[src/verilog/semon_pkg.sv]
/*
 * constants for the status and event monitor: selection codes, source bit
 * positions, configuration field positions and reset values.
 * assumes nothing of its surroundings.
 */
package semon_pkg;
    // ----------------------------------------------------------------
    // status pin selection codes
    // ----------------------------------------------------------------
    localparam logic [3:0] SEL_PRI_LOST = 4'h0;
    localparam logic [3:0] SEL_SEC_LOST = 4'h1;
    localparam logic [3:0] SEL_LOCK_LOST = 4'h2;
    localparam logic [3:0] SEL_RDIV_HALF = 4'h3;
    localparam logic [3:0] SEL_NDIV_HALF = 4'h4;
    localparam logic [3:0] SEL_CAL_ACTIVE = 4'h8;
    localparam logic [3:0] SEL_IRQ = 4'hA;
    localparam logic [3:0] SEL_MDIV_HALF = 4'hB;
    localparam logic [3:0] SEL_MEM_ACTIVE = 4'hD;
    localparam logic [3:0] SEL_AUTO_SWITCH = 4'hE;
    localparam int NUM_SEL = 16;

    // ----------------------------------------------------------------
    // interrupt source bit positions
    // ----------------------------------------------------------------
    localparam int NUM_SRC = 6;
    localparam int SRC_PRI_LOST = 0;
    localparam int SRC_SEC_LOST = 1;
    localparam int SRC_LOCK_LOST = 2;
    localparam int SRC_CAL = 3;
    localparam int SRC_MEM = 4;
    localparam int SRC_AUTO = 5;

    // ----------------------------------------------------------------
    // interrupt configuration and monitor fields
    // ----------------------------------------------------------------
    localparam logic [2:0] IRQ_CFG_ON = 3'h7;
    localparam int PRI_THR_LSB = 0;
    localparam int SEC_THR_LSB = 2;
    localparam int PRI_EDGE_LSB = 4;
    localparam int SEC_EDGE_LSB = 6;
    localparam logic [1:0] EDGE_RISE = 2'h1;
    localparam logic [1:0] EDGE_FALL = 2'h2;
    localparam logic [1:0] EDGE_BOTH = 2'h3;

    // ----------------------------------------------------------------
    // reset values and default slip limit
    // ----------------------------------------------------------------
    localparam logic [NUM_SRC-1:0] IRQ_REG_RESET = 6'h00;
    localparam int SLIP_LIMIT_DEFAULT = 8;
endpackage

[src/verilog/semon_top.sv]
/*
 * status and event monitor: vital conditioning, status pin routing,
 * interrupt combine and the latched and real-time interrupt registers.
 * assumes every input is synchronous to i_clk; read strobes are one-cycle
 * pulses marking the end of a completed register read.
 */
`timescale 1ns/1ps

module semon_top #(
    parameter int SLIP_LIMIT = semon_pkg::SLIP_LIMIT_DEFAULT
) (
    input wire logic i_clk,
    input wire logic i_reset,
    input wire logic i_pri_diff,
    input wire logic [1:0] i_pri_level,
    input wire logic i_pri_rise_slow,
    input wire logic i_pri_fall_slow,
    input wire logic i_sec_diff,
    input wire logic [1:0] i_sec_level,
    input wire logic i_sec_rise_slow,
    input wire logic i_sec_fall_slow,
    input wire logic [7:0] i_ref_monitor_cfg,
    input wire logic i_slip,
    input wire logic i_relock,
    input wire logic i_rdiv_tick,
    input wire logic i_ndiv_tick,
    input wire logic i_mdiv_tick,
    input wire logic i_cal_active,
    input wire logic i_mem_active,
    input wire logic i_auto_switch,
    input wire logic [3:0] i_select_zero,
    input wire logic [3:0] i_select_one,
    input wire logic [1:0] i_polarity,
    input wire logic [1:0] i_clock_mode,
    input wire logic [1:0] i_clock_mute,
    input wire logic [1:0] i_pin_clock,
    input wire logic i_irq_enable,
    input wire logic i_irq_combine_and,
    input wire logic [2:0] i_irq_cfg,
    input wire logic i_irq_cfg_bit0,
    input wire logic [semon_pkg::NUM_SRC-1:0] i_irq_mask,
    input wire logic i_latched_rd,
    input wire logic i_realtime_rd,
    output logic o_status_pin_zero,
    output logic o_status_pin_one,
    output logic o_irq_out,
    output logic o_primary_ref_lost,
    output logic o_secondary_ref_lost,
    output logic o_lock_lost,
    output logic [semon_pkg::NUM_SEL-1:0] o_vitals,
    output logic [semon_pkg::NUM_SRC-1:0] o_latched_irq_reg,
    output logic [semon_pkg::NUM_SRC-1:0] o_realtime_irq_reg
);
    localparam logic [7:0] LIMIT = 8'(SLIP_LIMIT);

    // ----------------------------------------------------------------
    // reference quality check
    // ----------------------------------------------------------------
    function automatic logic ref_fails(input logic diff, input logic [1:0] level,
                                       input logic [1:0] thr, input logic [1:0] edges,
                                       input logic rise_slow, input logic fall_slow);
        logic slow;
        slow = ((edges == semon_pkg::EDGE_RISE) && rise_slow)
            || ((edges == semon_pkg::EDGE_FALL) && fall_slow)
            || ((edges == semon_pkg::EDGE_BOTH) && (rise_slow || fall_slow));
        ref_fails = (level < thr) || (!diff && slow);
    endfunction

    logic [7:0] slip_count;
    logic rdiv_half;
    logic ndiv_half;
    logic mdiv_half;
    logic [semon_pkg::NUM_SRC-1:0] src_prev;
    logic [semon_pkg::NUM_SRC-1:0] src_now;
    logic [semon_pkg::NUM_SEL-1:0] vitals;
    logic combined;
    logic irq_routed;

    always_ff @(posedge i_clk) begin
        if (i_reset) begin
            o_primary_ref_lost <= 1'b0;
            o_secondary_ref_lost <= 1'b0;
        end else begin
            o_primary_ref_lost <= ref_fails(i_pri_diff, i_pri_level,
                i_ref_monitor_cfg[semon_pkg::PRI_THR_LSB +: 2],
                i_ref_monitor_cfg[semon_pkg::PRI_EDGE_LSB +: 2],
                i_pri_rise_slow, i_pri_fall_slow);
            o_secondary_ref_lost <= ref_fails(i_sec_diff, i_sec_level,
                i_ref_monitor_cfg[semon_pkg::SEC_THR_LSB +: 2],
                i_ref_monitor_cfg[semon_pkg::SEC_EDGE_LSB +: 2],
                i_sec_rise_slow, i_sec_fall_slow);
        end
    end

    // ----------------------------------------------------------------
    // lock detector
    // ----------------------------------------------------------------
    // lost lock stays flagged until the loop reports relock
    always_ff @(posedge i_clk) begin
        if (i_reset) begin
            slip_count <= 8'h00;
            o_lock_lost <= 1'b0;
        end else if (i_slip) begin
            if (slip_count == LIMIT) begin
                slip_count <= 8'h00;
                o_lock_lost <= 1'b1;
            end else begin
                slip_count <= slip_count + 8'h01;
            end
        end else if (i_relock) begin
            o_lock_lost <= 1'b0;
        end
    end

    // ----------------------------------------------------------------
    // divider monitors
    // ----------------------------------------------------------------
    always_ff @(posedge i_clk) begin
        if (i_reset) begin
            rdiv_half <= 1'b0;
            ndiv_half <= 1'b0;
            mdiv_half <= 1'b0;
        end else begin
            rdiv_half <= rdiv_half ^ i_rdiv_tick;
            ndiv_half <= ndiv_half ^ i_ndiv_tick;
            mdiv_half <= mdiv_half ^ i_mdiv_tick;
        end
    end

    // ----------------------------------------------------------------
    // vital vector and interrupt combine
    // ----------------------------------------------------------------
    assign src_now = {i_auto_switch, i_mem_active, i_cal_active,
                      o_lock_lost, o_secondary_ref_lost, o_primary_ref_lost};
    // masked sources are forced neutral for either combine mode
    assign combined = i_irq_combine_and
        ? &(o_latched_irq_reg | i_irq_mask)
        : |(o_latched_irq_reg & ~i_irq_mask);
    // the pin carries the interrupt only in the documented configuration
    assign irq_routed = o_irq_out && (i_irq_cfg == semon_pkg::IRQ_CFG_ON)
        && i_irq_cfg_bit0;

    always_comb begin
        vitals = '0; // reserved codes read zero
        vitals[semon_pkg::SEL_PRI_LOST] = o_primary_ref_lost;
        vitals[semon_pkg::SEL_SEC_LOST] = o_secondary_ref_lost;
        vitals[semon_pkg::SEL_LOCK_LOST] = o_lock_lost;
        vitals[semon_pkg::SEL_RDIV_HALF] = rdiv_half;
        vitals[semon_pkg::SEL_NDIV_HALF] = ndiv_half;
        vitals[semon_pkg::SEL_CAL_ACTIVE] = i_cal_active;
        vitals[semon_pkg::SEL_IRQ] = irq_routed;
        vitals[semon_pkg::SEL_MDIV_HALF] = mdiv_half;
        vitals[semon_pkg::SEL_MEM_ACTIVE] = i_mem_active;
        vitals[semon_pkg::SEL_AUTO_SWITCH] = i_auto_switch;
    end

    always_ff @(posedge i_clk) begin
        if (i_reset) begin
            o_irq_out <= 1'b0;
            o_vitals <= '0;
        end else begin
            o_irq_out <= i_irq_enable && combined;
            o_vitals <= vitals;
        end
    end

    // ----------------------------------------------------------------
    // interrupt registers
    // ----------------------------------------------------------------
    // no write path exists, so the flags change only by events and reads
    // new events win over the read clear in the same cycle
    always_ff @(posedge i_clk) begin
        if (i_reset) begin
            src_prev <= semon_pkg::IRQ_REG_RESET;
            o_latched_irq_reg <= semon_pkg::IRQ_REG_RESET;
            o_realtime_irq_reg <= semon_pkg::IRQ_REG_RESET;
        end else begin
            src_prev <= src_now;
            o_latched_irq_reg <= (i_latched_rd ? semon_pkg::IRQ_REG_RESET : o_latched_irq_reg)
                | ({semon_pkg::NUM_SRC{i_irq_enable}} & src_now & ~src_prev);
            o_realtime_irq_reg <= (i_realtime_rd ? semon_pkg::IRQ_REG_RESET
                : o_realtime_irq_reg) | src_now;
        end
    end

    // ----------------------------------------------------------------
    // status pins
    // ----------------------------------------------------------------
    function automatic logic pin_value(input logic clock_mode, input logic mute,
                                       input logic pol, input logic clk_in,
                                       input logic vital);
        if (clock_mode) begin
            pin_value = (mute && o_lock_lost) ? pol : clk_in;
        end else begin
            pin_value = vital ^ pol;
        end
    endfunction

    always_ff @(posedge i_clk) begin
        if (i_reset) begin
            o_status_pin_zero <= 1'b0;
            o_status_pin_one <= 1'b0;
        end else begin
            o_status_pin_zero <= pin_value(i_clock_mode[0], i_clock_mute[0], i_polarity[0],
                i_pin_clock[0], vitals[i_select_zero]);
            o_status_pin_one <= pin_value(i_clock_mode[1], i_clock_mute[1], i_polarity[1],
                i_pin_clock[1], vitals[i_select_one]);
        end
    end
endmodule

[config.mk]
export PLATFORM = sky130hd
export DESIGN_NAME = semon_top
export DESIGN_NICKNAME = d
export VERILOG_FILES = /design/src/verilog/semon_pkg.sv /design/src/verilog/semon_top.sv
export SDC_FILE = /design/constraint.sdc
export NUM_CORES = 1
export LEC_CHECK = 0
export BUFFER_PORTS_ARGS = -buffer_cell sky130_fd_sc_hd__buf_4
export CAP_MARGIN = 10
export CELL_PAD_IN_SITES_DETAIL_PLACEMENT = 1
export CELL_PAD_IN_SITES_GLOBAL_PLACEMENT = 2
export CORE_UTILIZATION = 23
export CTS_BUF_LIST = sky130_fd_sc_hd__clkbuf_4 sky130_fd_sc_hd__clkbuf_8
export DETAILED_ROUTE_END_ITERATION = 10
export HOLD_SLACK_MARGIN = 0.03
export PLACE_DENSITY = 0.74
export RECOVER_POWER = 50
export SLEW_MARGIN = 20
export SYNTH_ARGS = -nofsm -noshare
export SYNTH_HDL_FRONTEND = slang
export SYNTH_SLANG_ARGS = --single-unit
[constraint.sdc]
create_clock -name i_clk -period 1.61 [get_ports i_clk]
set_clock_uncertainty 0.2 [all_clocks]
set_input_delay 0.322 -clock i_clk [delete_from_list [all_inputs] [get_ports i_clk]]
set_output_delay 0.322 -clock i_clk [all_outputs]
set_load 0.005 [all_outputs]
==> out/metrics.cfg <==
[yosys]
postSynthAreaPerCell_sq_um=8.776
synthSimpleGateAreaFrac_pct=24.71
synth_edf_count=0
ys_seq_area_share_pct=42.36
yosys_register_bits=39
synth.mux.area_fraction_pct=4.616
synthAdderAreaFrac_pct=2.716
synth_top_family_by_area=simple AND/OR/NAND/NOR gates
synth_compound_area_share_pct=13.24
ys_types=40
synth_warnings=0
async_flop_share_pct=0
syn_inst=210
synth_flop_cell=dfxtp_1
synth_xor_area_share_pct=5.227
netlist_area_sq_um=1843

[min_path]
hold_path_end=o_status_pin_one
min_delay_path_depth=2
hold_path_class=input port to register
hold_start=i_clock_mode[1]

[finish]
seqCellArea_sq_um=785.8
largest_register_ffs=10
drive_gt1_share_pct=40.82
largest_registers=o_vitals (10), slip_count (8)
synthToLayoutAreaGrowth_pct=54.38
fillCellCount=923
multi_input_area_sq_um=982.2
nets=377
diodes=0
largest-register=o_vitals

[sta]
slew_headroom_pct=48.70
rsz0062_at_grt=yes
maxSlewViolCount=0
worst_pin_slew_ns=0.7694
hold_viol_final=0
fmax_mhz=562.4
final.min_clock_period_ns=1.778
finalSetupViolCount=2
fin_setup_tns_ns=-0.1771
finalWorstSetupSlack_ns=-0.1680
finalCritPeriodShare_pct=110.4

[clock_tree]
cts_setup_buffers=0
clkTransAtPathRegs_ns=0.09
cts_max_path_buffers=2
cts_tree=built
ctsHoldBuffers=0
clk_latency_ns=0.30
numCtsBuffers=5
h-tree-depth=2
cts_sinks=39
cts-root-buf=clkbuf_8

[floorplan]
fp.dieH_um=91.52
dieArea_sq_um=8375
initial_core_util_pct=23.85
fp.coreArea_sq_um=7727
io_pins=92
rows=32
die_x_um=91.52

[worst_setup_path]
reg2regPathDepth=5
worst_ep_arrival_time_ns=1.77
required_ns=1.60
reg2reg_slack_ns=-0.17
reg2reg_from=rdiv_half
path_common_cell=a221oi_2
worstPathMaxFanout=2
crit_path_end_kind=register
cp-start-kind=register
r2r_end=o_status_pin_one
path_cells=mux4_2, a221oi_2, a221oi_2, xor2_1, o21a_1
max_stage_delay_ns=0.47
cp_slowest_cell=mux4_2
path_class=register to register

[flow_run]
maxCapViolCount=0

[placement]
hpwl_um=4399
gp_congestion=0.7886
dp_slack_ns=-0.3668
io_buffers=85

[status]
violations=negative setup slack
status=finished with violations

[drt]
vias_per_cell=4.356
wl_per_cell_um=13.50
drtIter0Drc=56
dr.pass1.iters=4
wl_um=5642
drc=0
ant_nets=0
vias=1821

[global_route]
antenna_found_initial=0
grt_max_degree=19
gr-total-overflow=0
grt_pass1_wl_um=9114
track_usage_pct=14.09
grt_pass1_vias=1820

[power]
p_per_area_nw_per_um2=787.1
ir_drop_v=0.0003158
leakage_uw=0.001292

==> cell families (layout without fill, tap and decap cells) <==
family,Yosys count,count (layout)
adders and majority gates,4,4
muxes,7,7
xor gates and xnor gates,11,11
AOI/OAI and AO/OA,36,36
buffers and inverters,28,129
and+or+nand+nor,84,84
other,1,6
DFF,39,39
==> report_power, final <==
part | switching (uW) | internal [uW]
clock network | 372 | 390
registers | 32.9 | 1020
logic | 175 | 253
total | 580 | 1660
==> cell usage in the layout (no fill, tap or decap), drive strengths merged, types with 2 or more instances in the layout <==
cell,Yosys,layout
buf,6,103
dfxtp,39,39
nor2,26,26
a21oi,18,18
inv,15,15
nand2b,11,11
nor2b,10,10
clkbuf,7,10
nand3b,8,8
nand2,7,7
nand3,6,6
xnor2,6,6
conb,1,6
xor2,5,5
nand4,4,4
mux2i,4,4
ha,4,4
o22ai,3,3
a22oi,2,2
o31ai,2,2
mux2,2,2
nor3,2,2
nor3b,2,2
a221oi,2,2
nor4,2,2
or4,2,2
==> metal layers <==
layer	global-route usage (%)	share of wire, %	vias up
met4	5.159	1.5	0
met2	22.93	47	58
li1	-	-	924
met5	0	0	-
met3	3.266	6.2	7
met1	18.04	45	832
==> Yosys cell counts, types with 3 or more instances <==
library cell / number / area share, %
dfxtp_1: 39 / 42
nor2_1: 26 / 5.3
a21oi_1: 18 / 4.9
inv_1: 15 / 3.1
nand2b_1: 11 / 3.7
nor2b_1: 10 / 3.4
nand3b_1: 8 / 3.3
clkbuf_1: 7 / 1.4
nand2_1: 7 / 1.4
buf_4: 6 / 2.4
nand3_1: 6 / 1.6
xnor2_1: 6 / 2.9
xor2_1: 5 / 2.4
ha_1: 4 / 2.7
mux2i_1: 4 / 2.2
nand4_1: 4 / 1.4
o22ai_1: 3 / 1.0
==> critical path: cells and delay by family, from the launching register on <==
family	cells	cell delay (ns)
AOI/OAI and AO/OA	3	0.50
DFF	1	0.33
muxes	1	0.47
xor gates and xnor gates	1	0.18
==> timing repair <==
item                                    4_1_cts  5_1_grt
endpoints found under the hold margin         0        0
endpoints found under the setup margin        2       10
gates resized for setup                       7        4
pin swaps                                     2        0
==> how the worst max path moves through the flow <==
stage / start / slack, ns / cells past startpoint / to
after floorplan: i_select_one[0] / -0.14 / 5 / o_status_pin_one
after global placement: i_select_one[1] / -0.30 / 7 / o_status_pin_one
after detailed placement: i_select_one[1] / -0.37 / 7 / o_status_pin_one
after CTS: rdiv_half / -0.16 / 5 / o_status_pin_one
after global routing: rdiv_half / -0.26 / 5 / o_status_pin_one
final: rdiv_half / -0.17 / 5 / o_status_pin_one
==> metrics by stage <==
stage,total power [uW],cell area [sq um],instances,utilization (%),hold WS (ns)
after CTS,2281,2838,418,36.72,0.04957
after global routing,2379,2845,418,36.82,0.05394
after floorplan,1240,1863,215,-,0.2394
after global placement,1494,2715,410,35.14,0.2727
final,2239,2845,418,36.82,0.05810
after detailed placement,1502,2715,410,35.14,0.2819
==> layout make-up <==
type	instances	share of cell area [%]
multi-input cells	148	34.52
repair buffers	106	27.75
flip-flops and latches	39	27.62
well taps	102	4.485
clock buffers	7	3.386
inverters	15	1.979
clock inverters	1	0.2639
(Power assumes the default switching activity.)
